<file path="config.mk">
export PLATFORM = sky130hd
export DESIGN_NAME = ext_status_top
export DESIGN_NICKNAME = d
export VERILOG_FILES = /design/src/rtl/ext_status_pkg.sv /design/src/rtl/timer_if.sv /design/src/rtl/ext_status_top.sv /design/src/rtl/persist_timer.sv
export SDC_FILE = /design/constraint.sdc
export NUM_CORES = 1
export LEC_CHECK = 0
export ABC_AREA = 0
export BUFFER_PORTS_ARGS = -buffer_cell sky130_fd_sc_hd__clkbuf_2
export CAP_MARGIN = 20
export CORE_ASPECT_RATIO = 1.5
export CORE_MARGIN = 2
export CORE_UTILIZATION = 54
export CTS_CLUSTER_SIZE = 14
export DETAILED_ROUTE_END_ITERATION = 16
export GPL_TIMING_DRIVEN = 0
export PLACE_DENSITY = 0.73
export SLEW_MARGIN = 5
export SYNTH_ARGS = -nofsm -noshare
export SYNTH_HDL_FRONTEND = slang
export SYNTH_HIERARCHICAL = 1
export SYNTH_SLANG_ARGS = --single-unit
</file>
<file path="constraint.sdc">
create_clock -name hclk -period 5.4 [get_ports hclk]
set_input_delay 0.27 -clock hclk [delete_from_list [all_inputs] [get_ports hclk]]
set_output_delay 0.27 -clock hclk [all_outputs]
set_load 0.05 [all_outputs]
</file>
<file path="src/rtl/ext_status_pkg.sv">
// Constants shared by the extended status word block
package ext_status_pkg;

   // Register byte offsets on the AHB-Lite slave
   localparam logic [7:0] OFS_STATUS_WORD = 8'h00;
   localparam logic [7:0] OFS_IRQ_STATUS  = 8'h04;
   localparam logic [7:0] OFS_IRQ_MASK    = 8'h08;
   localparam logic [7:0] OFS_CONTROL     = 8'h0c;

   // Field positions of the extended status word
   localparam int BIT_GEN_FAULT   = 0;
   localparam int BIT_HEAT_CRIT   = 1;
   localparam int BIT_HEAT_ON     = 2;
   localparam int BIT_STATIC      = 4;
   localparam int FILL_LSB        = 8;
   localparam int FILL_MSB        = 11;
   localparam int BIT_RESTART     = 13;

   // Interrupt status and mask bit positions
   localparam int IRQ_GEN_FAULT   = 0;
   localparam int IRQ_STATIC      = 1;
   localparam int IRQ_RESTART_CLR = 2;
   localparam int IRQ_HEAT_CHG    = 3;
   localparam int IRQ_WIDTH       = 4;

   // Control register fields
   localparam int CTRL_SOFT_RESTART = 0;

   // Reset values
   localparam logic [31:0]          RST_STATUS_WORD = 32'h0000_2000;
   localparam logic [IRQ_WIDTH-1:0] RST_IRQ_MASK    = 4'h0;

   // Timing
   localparam longint CLK_HZ          = 100_000_000;
   localparam longint SILENCE_S       = 10;
   localparam longint STATIC_S        = 60;
   localparam int     AVG_SHORT_S     = 10;
   localparam longint SILENCE_CYCLES  = SILENCE_S * CLK_HZ;
   localparam longint STATIC_CYCLES   = STATIC_S * CLK_HZ;
   localparam int     TIMER_W         = 40;
   localparam int     FILL_STEPS      = 16;

   // Restart state
   typedef enum logic [1:0] {
      RUN_RESTART = 2'b01,
      RUN_NORMAL  = 2'b10
   } run_state_e;

endpackage

</file>
<file path="src/rtl/timer_if.sv">
// Link between the status block and one persistence timer
`timescale 1ns/10ps
interface timer_if;
   logic run;
   logic expired;

   modport owner (output run, input expired);
   modport timer (input run, output expired);
endinterface
</file>
<file path="src/rtl/ext_status_top.sv">
// Extended status word of the wind instrument with an AHB-Lite register slave
//
// Summary of operation
// Short averaging: general fault after ten seconds without a new measured value.
// Long averaging: general fault when buffer holds under half the expected values.
// Bit 1 follows the heater switch-on criterion.
// Bit 2 follows the actual heater state.
// Bit 4 set while a static fault has lasted over one minute.
// Bits 8 to 11 give buffer fill in sixteenths, n meaning above n/16.
// Restart flag bit 13 set after restart, cleared after the first telegram.
// All other status bits always read as zero.
`timescale 1ns/10ps
module ext_status_top #(
   parameter logic [39:0] SILENCE_CYCLES = 40'(ext_status_pkg::SILENCE_CYCLES),
   parameter logic [39:0] STATIC_CYCLES  = 40'(ext_status_pkg::STATIC_CYCLES)
) (
   // Clock and reset
   input  wire logic        hclk,
   input  wire logic        hresetn,
   // AHB-Lite slave
   input  wire logic        hsel,
   input  wire logic [31:0] haddr,
   input  wire logic [1:0]  htrans,
   input  wire logic        hwrite,
   input  wire logic [2:0]  hsize,
   input  wire logic [31:0] hwdata,
   input  wire logic        hready,
   output logic             hreadyout,
   output logic             hresp,
   output logic [31:0]      hrdata,
   // Measurement side
   input  wire logic        meas_valid,
   input  wire logic [15:0] buf_count,
   input  wire logic [15:0] buf_capacity,
   input  wire logic [15:0] avg_time_s,
   input  wire logic        virtual_temperature_limit,
   // Heater
   input  wire logic        heat_criterion,
   input  wire logic        heater_on_pin,
   // Telegram output
   input  wire logic        telegram_sent,
   output logic [31:0]      status_word,
   // Interrupt
   output logic             irq
);

   // Heater feedback synchroniser
   logic heater_meta_q;
   logic heater_sync_q;

   // Timers
   timer_if silence_if ();
   timer_if nodata_if ();
   timer_if vt_if ();

   // Status fields
   logic                  short_fault;
   logic                  long_fault;
   logic                  gen_fault_d;
   logic                  gen_fault_q;
   logic                  static_fault_d;
   logic                  static_fault_q;
   logic                  heat_crit_q;
   logic                  heat_on_q;
   logic [3:0]            fill_d;
   logic [3:0]            fill_q;
   logic [31:0]           status_word_d;
   logic [31:0]           status_word_q;
   ext_status_pkg::run_state_e run_state_q;
   ext_status_pkg::run_state_e run_state_d;

   // Interrupt registers
   logic [ext_status_pkg::IRQ_WIDTH-1:0] irq_status_q;
   logic [ext_status_pkg::IRQ_WIDTH-1:0] irq_mask_q;
   logic [ext_status_pkg::IRQ_WIDTH-1:0] irq_event;
   logic [ext_status_pkg::IRQ_WIDTH-1:0] irq_clear;
   logic [ext_status_pkg::IRQ_WIDTH-1:0] irq_status_d;
   logic [ext_status_pkg::IRQ_WIDTH-1:0] irq_mask_d;
   logic                                  restart_cleared;

   // Bus state
   logic        acc_valid;
   logic        wr_pend_q;
   logic [7:0]  wr_addr_q;
   logic [31:0] hrdata_q;
   logic [31:0] rd_mux;
   logic        soft_restart;
   logic        wr_irq_status;
   logic        wr_irq_mask;
   logic        wr_control;

   // Heater feedback comes from a relay contact outside the clock domain
   always_ff @(posedge hclk or negedge hresetn) begin
      if (!hresetn) begin
         heater_meta_q <= 1'b0;
         heater_sync_q <= 1'b0;
      end else begin
         heater_meta_q <= heater_on_pin;
         heater_sync_q <= heater_meta_q;
      end
   end

   // Absence of measured values, short window
   assign silence_if.run = !meas_valid;
   persist_timer #(
      .LIMIT (SILENCE_CYCLES)
   ) u_silence (
      .hclk    (hclk),
      .hresetn (hresetn),
      .tif     (silence_if.timer)
   );

   // Static faults must last strictly longer than the minute
   assign nodata_if.run = !meas_valid;
   persist_timer #(
      .LIMIT (STATIC_CYCLES + 40'h1)
   ) u_nodata (
      .hclk    (hclk),
      .hresetn (hresetn),
      .tif     (nodata_if.timer)
   );

   assign vt_if.run = virtual_temperature_limit;
   persist_timer #(
      .LIMIT (STATIC_CYCLES + 40'h1)
   ) u_vt (
      .hclk    (hclk),
      .hresetn (hresetn),
      .tif     (vt_if.timer)
   );

   // Short averaging watches silence; long averaging watches buffer occupancy
   assign short_fault = silence_if.expired;
   assign long_fault  = ({buf_count, 1'b0} < {1'b0, avg_time_s});

   // General malfunction depends on the averaging time
   always_comb begin
      gen_fault_d = 1'b0;
      if (avg_time_s < 16'(ext_status_pkg::AVG_SHORT_S)) begin
         gen_fault_d = short_fault;
      end else begin
         gen_fault_d = long_fault;
      end
   end

   assign static_fault_d = nodata_if.expired || vt_if.expired;

   // Fill level: count of thresholds k/16 that the fraction exceeds
   always_comb begin
      logic [19:0] scaled;
      logic [19:0] thresh;
      fill_d = 4'h0;
      scaled = {buf_count, 4'h0};
      thresh = 20'h0;
      for (int k = 1; k < ext_status_pkg::FILL_STEPS; k++) begin
         thresh = 20'(k) * {4'h0, buf_capacity};
         if (buf_capacity != 16'h0 && scaled > thresh) begin
            fill_d = fill_d + 4'h1;
         end
      end
   end

   always_ff @(posedge hclk or negedge hresetn) begin
      if (!hresetn) begin
         gen_fault_q    <= 1'b0;
         static_fault_q <= 1'b0;
         fill_q         <= 4'h0;
      end else begin
         gen_fault_q    <= gen_fault_d;
         static_fault_q <= static_fault_d;
         fill_q         <= fill_d;
      end
   end

   always_ff @(posedge hclk or negedge hresetn) begin
      if (!hresetn) begin
         heat_crit_q <= 1'b0;
         heat_on_q   <= 1'b0;
      end else begin
         heat_crit_q <= heat_criterion;
         heat_on_q   <= heater_sync_q;
      end
   end

   // Restart flag: the first telegram still carries it, then it drops
   always_comb begin
      run_state_d = run_state_q;
      case (run_state_q)
         ext_status_pkg::RUN_RESTART: begin
            // A restart request in the same cycle keeps the flag up
            if (telegram_sent && !soft_restart) begin
               run_state_d = ext_status_pkg::RUN_NORMAL;
            end
         end
         ext_status_pkg::RUN_NORMAL: begin
            if (soft_restart) begin
               run_state_d = ext_status_pkg::RUN_RESTART;
            end
         end
         default: begin
            run_state_d = ext_status_pkg::RUN_RESTART;
         end
      endcase
   end

   always_ff @(posedge hclk or negedge hresetn) begin
      if (!hresetn) begin
         run_state_q <= ext_status_pkg::RUN_RESTART;
      end else begin
         run_state_q <= run_state_d;
      end
   end

   assign restart_cleared = (run_state_q == ext_status_pkg::RUN_RESTART) &&
                            (run_state_d == ext_status_pkg::RUN_NORMAL);

   // Assemble the word; unlisted bits stay zero
   always_comb begin
      status_word_d = 32'h0;
      status_word_d[ext_status_pkg::BIT_GEN_FAULT] = gen_fault_q;
      status_word_d[ext_status_pkg::BIT_HEAT_CRIT] = heat_crit_q;
      status_word_d[ext_status_pkg::BIT_HEAT_ON]   = heat_on_q;
      status_word_d[ext_status_pkg::BIT_STATIC]    = static_fault_q;
      status_word_d[ext_status_pkg::FILL_MSB:ext_status_pkg::FILL_LSB] = fill_q;
      status_word_d[ext_status_pkg::BIT_RESTART] =
         (run_state_q == ext_status_pkg::RUN_RESTART);
   end

   always_ff @(posedge hclk or negedge hresetn) begin
      if (!hresetn) begin
         status_word_q <= ext_status_pkg::RST_STATUS_WORD;
      end else begin
         status_word_q <= status_word_d;
      end
   end

   assign status_word = status_word_q;

   // Interrupt events: rising faults, restart flag drop, heater change
   always_comb begin
      irq_event = '0;
      irq_event[ext_status_pkg::IRQ_GEN_FAULT]   = gen_fault_d && !gen_fault_q;
      irq_event[ext_status_pkg::IRQ_STATIC]      = static_fault_d && !static_fault_q;
      irq_event[ext_status_pkg::IRQ_RESTART_CLR] = restart_cleared;
      irq_event[ext_status_pkg::IRQ_HEAT_CHG]    = heater_sync_q != heat_on_q;
   end

   // Write decode for the data phase
   assign wr_irq_status = wr_pend_q && (wr_addr_q == ext_status_pkg::OFS_IRQ_STATUS);
   assign wr_irq_mask   = wr_pend_q && (wr_addr_q == ext_status_pkg::OFS_IRQ_MASK);
   assign wr_control    = wr_pend_q && (wr_addr_q == ext_status_pkg::OFS_CONTROL);

   assign irq_clear = wr_irq_status ? hwdata[ext_status_pkg::IRQ_WIDTH-1:0] : '0;

   // A new event outranks a clear in the same cycle
   assign irq_status_d = (irq_status_q & ~irq_clear) | irq_event;

   always_ff @(posedge hclk or negedge hresetn) begin
      if (!hresetn) begin
         irq_status_q <= '0;
      end else begin
         irq_status_q <= irq_status_d;
      end
   end

   assign irq_mask_d = wr_irq_mask ? hwdata[ext_status_pkg::IRQ_WIDTH-1:0] : irq_mask_q;

   always_ff @(posedge hclk or negedge hresetn) begin
      if (!hresetn) begin
         irq_mask_q <= ext_status_pkg::RST_IRQ_MASK;
      end else begin
         irq_mask_q <= irq_mask_d;
      end
   end

   assign irq = |(irq_status_q & irq_mask_q);

   // AHB-Lite slave, zero wait states, always OKAY
   assign acc_valid = hsel && htrans[1] && hready;
   assign hreadyout = 1'b1;
   assign hresp     = 1'b0;

   always_ff @(posedge hclk or negedge hresetn) begin
      if (!hresetn) begin
         wr_pend_q <= 1'b0;
         wr_addr_q <= 8'h0;
      end else begin
         // Writes outside the decoded window are dropped, as reads return zero
         wr_pend_q <= acc_valid && hwrite && (haddr[31:8] == 24'h0);
         if (acc_valid) begin
            wr_addr_q <= haddr[7:0];
         end
      end
   end

   assign soft_restart = wr_control && hwdata[ext_status_pkg::CTRL_SOFT_RESTART];

   // Unmapped and write-only offsets read as zero; a write in its data phase
   // is already visible, so a read right behind it returns the new value
   always_comb begin
      rd_mux = 32'h0;
      if (haddr[31:8] == 24'h0) begin
         case (haddr[7:0])
            ext_status_pkg::OFS_STATUS_WORD: rd_mux = status_word_q;
            ext_status_pkg::OFS_IRQ_STATUS:  rd_mux = {28'h0, irq_status_d};
            ext_status_pkg::OFS_IRQ_MASK:    rd_mux = {28'h0, irq_mask_d};
            default:                         rd_mux = 32'h0;
         endcase
      end
   end

   // Read data is captured at the address phase and held for the data phase
   always_ff @(posedge hclk or negedge hresetn) begin
      if (!hresetn) begin
         hrdata_q <= 32'h0;
      end else if (acc_valid && !hwrite) begin
         hrdata_q <= rd_mux;
      end
   end

   assign hrdata = hrdata_q;

endmodule

</file>
<file path="src/rtl/persist_timer.sv">
// Counts consecutive cycles of a condition and flags when a limit is reached
`timescale 1ns/10ps
module persist_timer #(
   parameter logic [ext_status_pkg::TIMER_W-1:0] LIMIT = 40'h1
) (
   // Clock and reset
   input wire logic hclk,
   input wire logic hresetn,
   // Condition and result
   timer_if.timer   tif
);

   logic [ext_status_pkg::TIMER_W-1:0] count_q;

   // Restarts from zero whenever the condition drops; saturates at the limit
   always_ff @(posedge hclk or negedge hresetn) begin
      if (!hresetn) begin
         count_q <= '0;
      end else if (!tif.run) begin
         count_q <= '0;
      end else if (count_q != LIMIT) begin
         count_q <= count_q + 40'h1;
      end
   end

   assign tif.expired = tif.run && (count_q == LIMIT);

endmodule

</file>
==> impl_metrics.toml, run 1 <==
[worst_setup_path]
critical_path.max_stage_delay_ns = 0.40
path_class = "input port to flip-flop"
start_kind = "input port"
crit_arrival_ns = 9.80
cp_max_fo = 6
cp-end-kind = "flip-flop"
worstPathRequired_ns = 5.72
cp_slowest_cell = "or3_4"

[cells_and_area]
area_delta_synth_final_pct = 20.17
final_util_pct = 65.27
drive_gt1_share_pct = 21.36
layout.cells.non_filler = 3420
finalNetCount = 3447
n_antenna_cell = 0

[global_routing]
grt_first_pass_wirelength_mm = 103.7
grt_use_met2_pct = 56.94
grt_overflow = 0
met3_usage_pct = 3.433
grt_pass1_vias = 21330
met1_usage_pct = 30.61
grtUsageTotal_pct = 29.88
antenna_found_initial = 0
grt-busiest-layer = "met2"
grt_max_degree = 107

[pwr]
powerDensity_nw_per_um2 = 339.2
leakage_uw = 0.01301
max-vdd-ir-drop_v = 0.0004652
finalPower_uw = 9251

[yosys]
yosysMostFrequentCell = "ha_1"
synth_top_family_by_area = "adder cells"
synth-simple-area-share_pct = 20.99
synth-edff-count = 0
yosys.area.top_type_share_pct = 22.22
synthMuxAreaShare_pct = 1.593
synth_area_leaders = "ha_1 (22%), dfrtp_1 (18%), xnor2_1 (6.8%), fa_1 (6.5%), inv_1 (3.7%)"
yosysSeqAreaShare_pct = 18.54
syn_area_um2 = 22690
synth_fa_ha_area_share_pct = 28.79
synth_xor_area_share_pct = 9.951
ys_ff_latch = 168
netlist_instances = 2503
synth.largest_area_cell = "ha_1"
async_flop_share_pct = 100.0
synth_ff_type = "dfrtp_1"
syn_avg_cell_area_um2 = 9.067
synth_compound_area_share_pct = 14.24
synthTopCellsByCount = "ha_1 (403), inv_1 (225), xnor2_1 (175), dfrtp_1 (166), nand2_1 (140)"
yosys_warnings = 6
synth_cell_types = 94

[clocking]
htree_levels = 4
root_buffer = "clkbuf_16"
cts_tree = "built"
clk_path_buf_depth = 2
cts_buffers = 17
clock_latency_ns = 0.43
cts_sinks = 168
clk_pin_slew_ns = 0.07

[floorplan]
die_y_um = 255.1
core-area_um2 = 41790
start_util_pct = 54.31
die-area_um2 = 43720
num_io_pins = 194
dieWidth_um = 171.4
row_count = 92

[run_status]
violations = "setup timing"
outcome = "finished, violations left"

[placement]
dp.cells = 3228
dp_hpwl_mm = 48.14
place.gp.congestion = 0.9335
port_buffers = 113

[drt]
via_per_inst = 5.967
ant_nets = 0
dr.pass1.iters = 7
drc = 0
wl_mm = 66.25
routed-via-count = 20410
drt_iter0_drc = 1180
wl_per_cell_um = 19.37

[timing]
finalHoldViolCount = 0
setup_viol = 4
rsz0062_at_grt = "yes"
tightestPinTransition_ns = 1.322
drv_slew = 0
period_minus_slack_ns = 9.482
maxSlewHeadroom_pct = 11.89
fin_crit_sh_pct = 175.6
max_freq_mhz = 105.5
finalClockSkew_ns = 0.01186
setup_ws_ns = -4.082

[hold_path]
min_path_type = "input port to flip-flop"

[job]
drv_cap = 0
-- state kept, by name, indices dropped and copies added, names as in the netlist --
signal and count:
irq_mask_q 4, run_state_q 2, fill_q 4, gen_fault_q 1, static_fault_q 1, irq_status_q 4, wr_pend_q 1, u_nodata/count_q 40
heat_crit_q 1, u_silence/count_q 40, u_vt/count_q 40, heater_meta_q 1, hrdata 10, wr_addr_q 8, heat_on_q 1, status_word 9
heater_sync_q 1
-- critical path: cells and delay by family --
kind / cells / cell delay, ns
multiplexers: 6 / 1.45
buffers and inverters: 6 / 0.73
XOR/XNOR: 10 / 1.62
adder cells (fa/ha/maj): 7 / 2.07
AND/OR/NAND/NOR: 9 / 1.56
AO/OA/AOI/OAI: 12 / 2.09
-- worst paths after layout --
| check | to | from | slack, ns | cells past startpoint |
|---|---|---|---|---|
| worst max-delay path | fill_q[3] | buf_capacity[5] | -4.08 | 50 |
| worst min-delay path | wr_pend_q | hwrite | 0.08 | 3 |
| worst max register to register | hrdata[2] | wr_addr_q[5] | 2.55 | 9 |
| worst min register to register | status_word[10] | fill_q[2] | 0.35 | 0 |
| max in group asynchronous | u_vt/count_q[19] | hresetn | 4.09 | 3 |
| min in group asynchronous | u_nodata/count_q[11] | hresetn | 0.39 | 2 |
-- area by class of cell --
cell class	count	area [µm²]
Multi-Input combinational cell	2077	18310
Fill cell	3311	14510
Sequential cell	168	4207
Timing Repair Buffer	276	2113
Inverter	227	904.6
Tap cell	564	705.7
Buffer	76	489.2
Clock buffer	22	444.2
Clock inverter	10	100.1
-- cells in the final DEF (no fill, tap or decap), types with 45 or more instances in the layout --
master | synthesis | final
ha_1 | 403 | 377
inv_1 | 225 | 204
buf_4 | 47 | 195
dfrtp_1 | 166 | 166
xnor2_1 | 175 | 163
nand2_1 | 140 | 135
and2_1 | 103 | 99
a21oi_1 | 133 | 97
clkbuf_2 | 0 | 96
nand4_1 | 90 | 90
nand3_1 | 83 | 81
o21ai_0 | 106 | 75
nor2_1 | 78 | 72
fa_1 | 74 | 66
a21o_1 | 57 | 57
conb_1 | 2 | 47
xor2_1 | 47 | 45
-- cell families after synthesis --
group / after synthesis
compound gates: 494
xor+xnor: 236
fa+ha+maj: 478
buf+inv: 303
flops: 168
mux: 34
other cells: 2
simple gates: 788
-- layer usage --
metal  share of wire (%)  wire [µm]  vias up
met3                 4.2       2751      270
met1                  36      24090     9901
met4                 6.3       4190        0
met2                  53      35220      665
met5                   0          0        -
li1                    -          -     9570
-- per-stage QoR --
stage | TNS, ns | hold slack (ns) | setup slack (ns) | area (µm²)
6_report | -13.02 | 0.08323 | -4.082 | 27270
4_1_cts | -11.87 | 0.07183 | -3.761 | 26660
3_5_place_dp | -20.10 | 0.2943 | -5.847 | 24330
5_1_grt | -13.99 | 0.07665 | -4.399 | 27270
3_3_place_gp | -18.89 | 0.3335 | -5.511 | 24280
2_1_floorplan | -11.99 | -0.02559 | -3.835 | 23010
-- power by group --
| group | switching (µW) | internal, µW | total, µW |
|---|---|---|---|
| Combinational | 3420 | 3290 | 6710 |
| Sequential | 39.3 | 1350 | 1390 |
| Clock | 516 | 638 | 1150 |
-- what timing repair did --
action                                 in CTS  in global routing
setup buffers                             120                 38
endpoints found under the hold margin      64                  0
hold buffers                                3                  0
pin swaps                                  80                 59
setup endpoints to repair                   4                  4
resized for setup                         185                 64
Power figures use the tool's default switching activity.
==> run 2: changes to the inputs <==
--- a/config.mk
+++ b/config.mk
@@ -8,7 +8,7 @@
 export ABC_AREA = 0
 export BUFFER_PORTS_ARGS = -buffer_cell sky130_fd_sc_hd__clkbuf_2
 export CAP_MARGIN = 20
-export CORE_ASPECT_RATIO = 1.5
+export CORE_ASPECT_RATIO = 0.7
 export CORE_MARGIN = 2
 export CORE_UTILIZATION = 54
 export CTS_CLUSTER_SIZE = 14
==> run 2 against run 1 <==
The flow still finishes with violations (setup timing). Non-clock buffer count fell by 33. Wire length is 3.6% lower. Combinational power rose by 4.3%. Clock-buffer cell count decreased by 4. Utilization decreased by 0.12 points. Clock power grew 4%. Sequential share of layout area up 0.22 points. Critical path type unchanged.
==> impl_metrics.toml, run 2 (same netlist as run 1, synthesis figures left out) <==
[floorplan]
start_util_pct = 54.99
num_io_pins = 194
core-area_um2 = 41270
row_count = 62
die-area_um2 = 43710
die_y_um = 175.5
dieWidth_um = 249.0

[clocking]
root_buffer = "clkbuf_16"
clk_path_buf_depth = 2
clk_pin_slew_ns = 0.07
clock_latency_ns = 0.44
cts_tree = "built"
cts_buffers = 17
htree_levels = 4
cts_sinks = 168

[worst_setup_path]
r2r_slack_ns = 2.14
crit_start = "buf_capacity[4]"
worst_r2r_path_depth = 10
crit_end = "fill_q[3]"
r2r-end = "hrdata[0]"
worstPathRequired_ns = 5.71
timing.rr.start = "u_silence/count_q[0]"
cp-end-kind = "flip-flop"
cp_slowest_cell = "o41ai_4"
cp_max_fo = 5
crit_arrival_ns = 9.75
start_kind = "input port"
cp_common_cell = "xnor2_2"
critical_path.max_stage_delay_ns = 0.47
path_class = "input port to flip-flop"

[global_routing]
antenna_found_initial = 0
grt_overflow = 0
grtUsageTotal_pct = 29.21
grt_pass1_vias = 20260
grt_first_pass_wirelength_mm = 103.2
grt_max_degree = 110

[pwr]
max-vdd-ir-drop_v = 0.0004679
finalPower_uw = 9593
powerDensity_nw_per_um2 = 356.8
leakage_uw = 0.01284

[timing]
finalClockSkew_ns = 0.01358
maxSlewHeadroom_pct = 21.32
finalHoldViolCount = 0
fin_crit_sh_pct = 174.8
period_minus_slack_ns = 9.437
drv_slew = 0
max_freq_mhz = 106.0
tightestPinTransition_ns = 1.171
setup_ws_ns = -4.037
rsz0062_at_grt = "yes"
setup_viol = 4

[placement]
place_area_um2 = 24300
pre_cts_ws_ns = -5.814
port_buffers = 113
place.gp.congestion = 0.9306
dp_hpwl_mm = 48.35

[drt]
ant_nets = 0
wl_mm = 63.85
via_per_inst = 5.911
wl_per_cell_um = 18.96
drc = 0
drt_iter0_drc = 1475
dr.pass1.iters = 5
routed-via-count = 19900

[cells_and_area]
reg_top3 = "u_nodata/count_q: 40 flops, u_silence/count_q: 40 flops, u_vt/count_q: 40 flops"
fin_area_um2 = 26880
final_common_cell = "ha_1"
n_antenna_cell = 0
finalNetCount = 3414
final_cell_mix = "ha_1 (382), inv_1 (202), buf_4 (168)"
fillerInstances = 3325
area_delta_synth_final_pct = 18.46
drive_gt1_share_pct = 19.77
regArea_um2 = 4207
multi_input_area_um2 = 18180

[run_status]
outcome = "finished, violations left"
violations = "setup timing"

[job]
drv_cap = 0

[hold_path]
min_path_type = "input port to flip-flop"
run 2: how the worst min path moves through the flow:
stage / from / to / slack, ns / depth (start not counted)
2_1_floorplan: hresetn / fill_q[0] / -0.03 / 0
5_1_grt: haddr[0] / wr_addr_q[0] / 0.07 / 2
4_1_cts: hwrite / wr_pend_q / 0.06 / 3
6_report: hwrite / wr_pend_q / 0.08 / 3
3_5_place_dp: hresetn / u_vt/count_q[3] / 0.29 / 1
3_3_place_gp: fill_q[2] / status_word[10] / 0.33 / 0
run 2: timing repair:
action,in CTS,in global routing
hold buffers,3,0
endpoints found under the hold margin,61,0
endpoints found under the setup margin,4,4
resized for setup,148,60
pin swaps,52,49
setup buffers,86,38
run 2: critical path: cells and delay by family:
family	cells	cell delay [ns]
XOR/XNOR	9	1.52
multiplexers	4	1.07
AND/OR/NAND/NOR	10	1.71
buffers and inverters	5	0.59
AO/OA/AOI/OAI	14	2.58
adder cells (fa/ha/maj)	7	1.97
run 2: final cells by class:
| class | instances | area share, % |
|---|---|---|
| multi-input cells | 2077 | 67.61 |
| flip-flops and latches | 168 | 15.65 |
| repair buffers | 243 | 6.869 |
| inverters | 227 | 3.365 |
| well taps | 544 | 2.532 |
| plain buffers | 76 | 1.824 |
| clock buffers | 18 | 1.634 |
| clock inverters | 14 | 0.5212 |
run 2: per-layer routing:
metal	global-route usage [%]	up-vias	routed length, µm
met1	41.17	9657	29640
met3	5.854	77	4760
met2	46.13	616	28270
li1	-	9553	-
met4	7.179	0	1174
met5	0	-	0
run 2: metrics by stage:
stage	instances	util (%)	hold slack, ns	setup TNS [ns]
6_report	3367	65.14	0.07600	-13.36
3_3_place_gp	3205	58.77	0.3314	-18.74
5_1_grt	3367	65.14	0.07489	-14.70
4_1_cts	3328	63.79	0.06296	-12.34
3_5_place_dp	3207	58.88	0.2861	-19.55
2_1_floorplan	2548	-	-0.02559	-11.99
run 2: report_power, final:
group	total (µW)	switching (µW)	internal [µW]
Clock	1200	542	659
Combinational	7000	3580	3420
Sequential	1400	47.8	1350
Total	9590	4170	5420
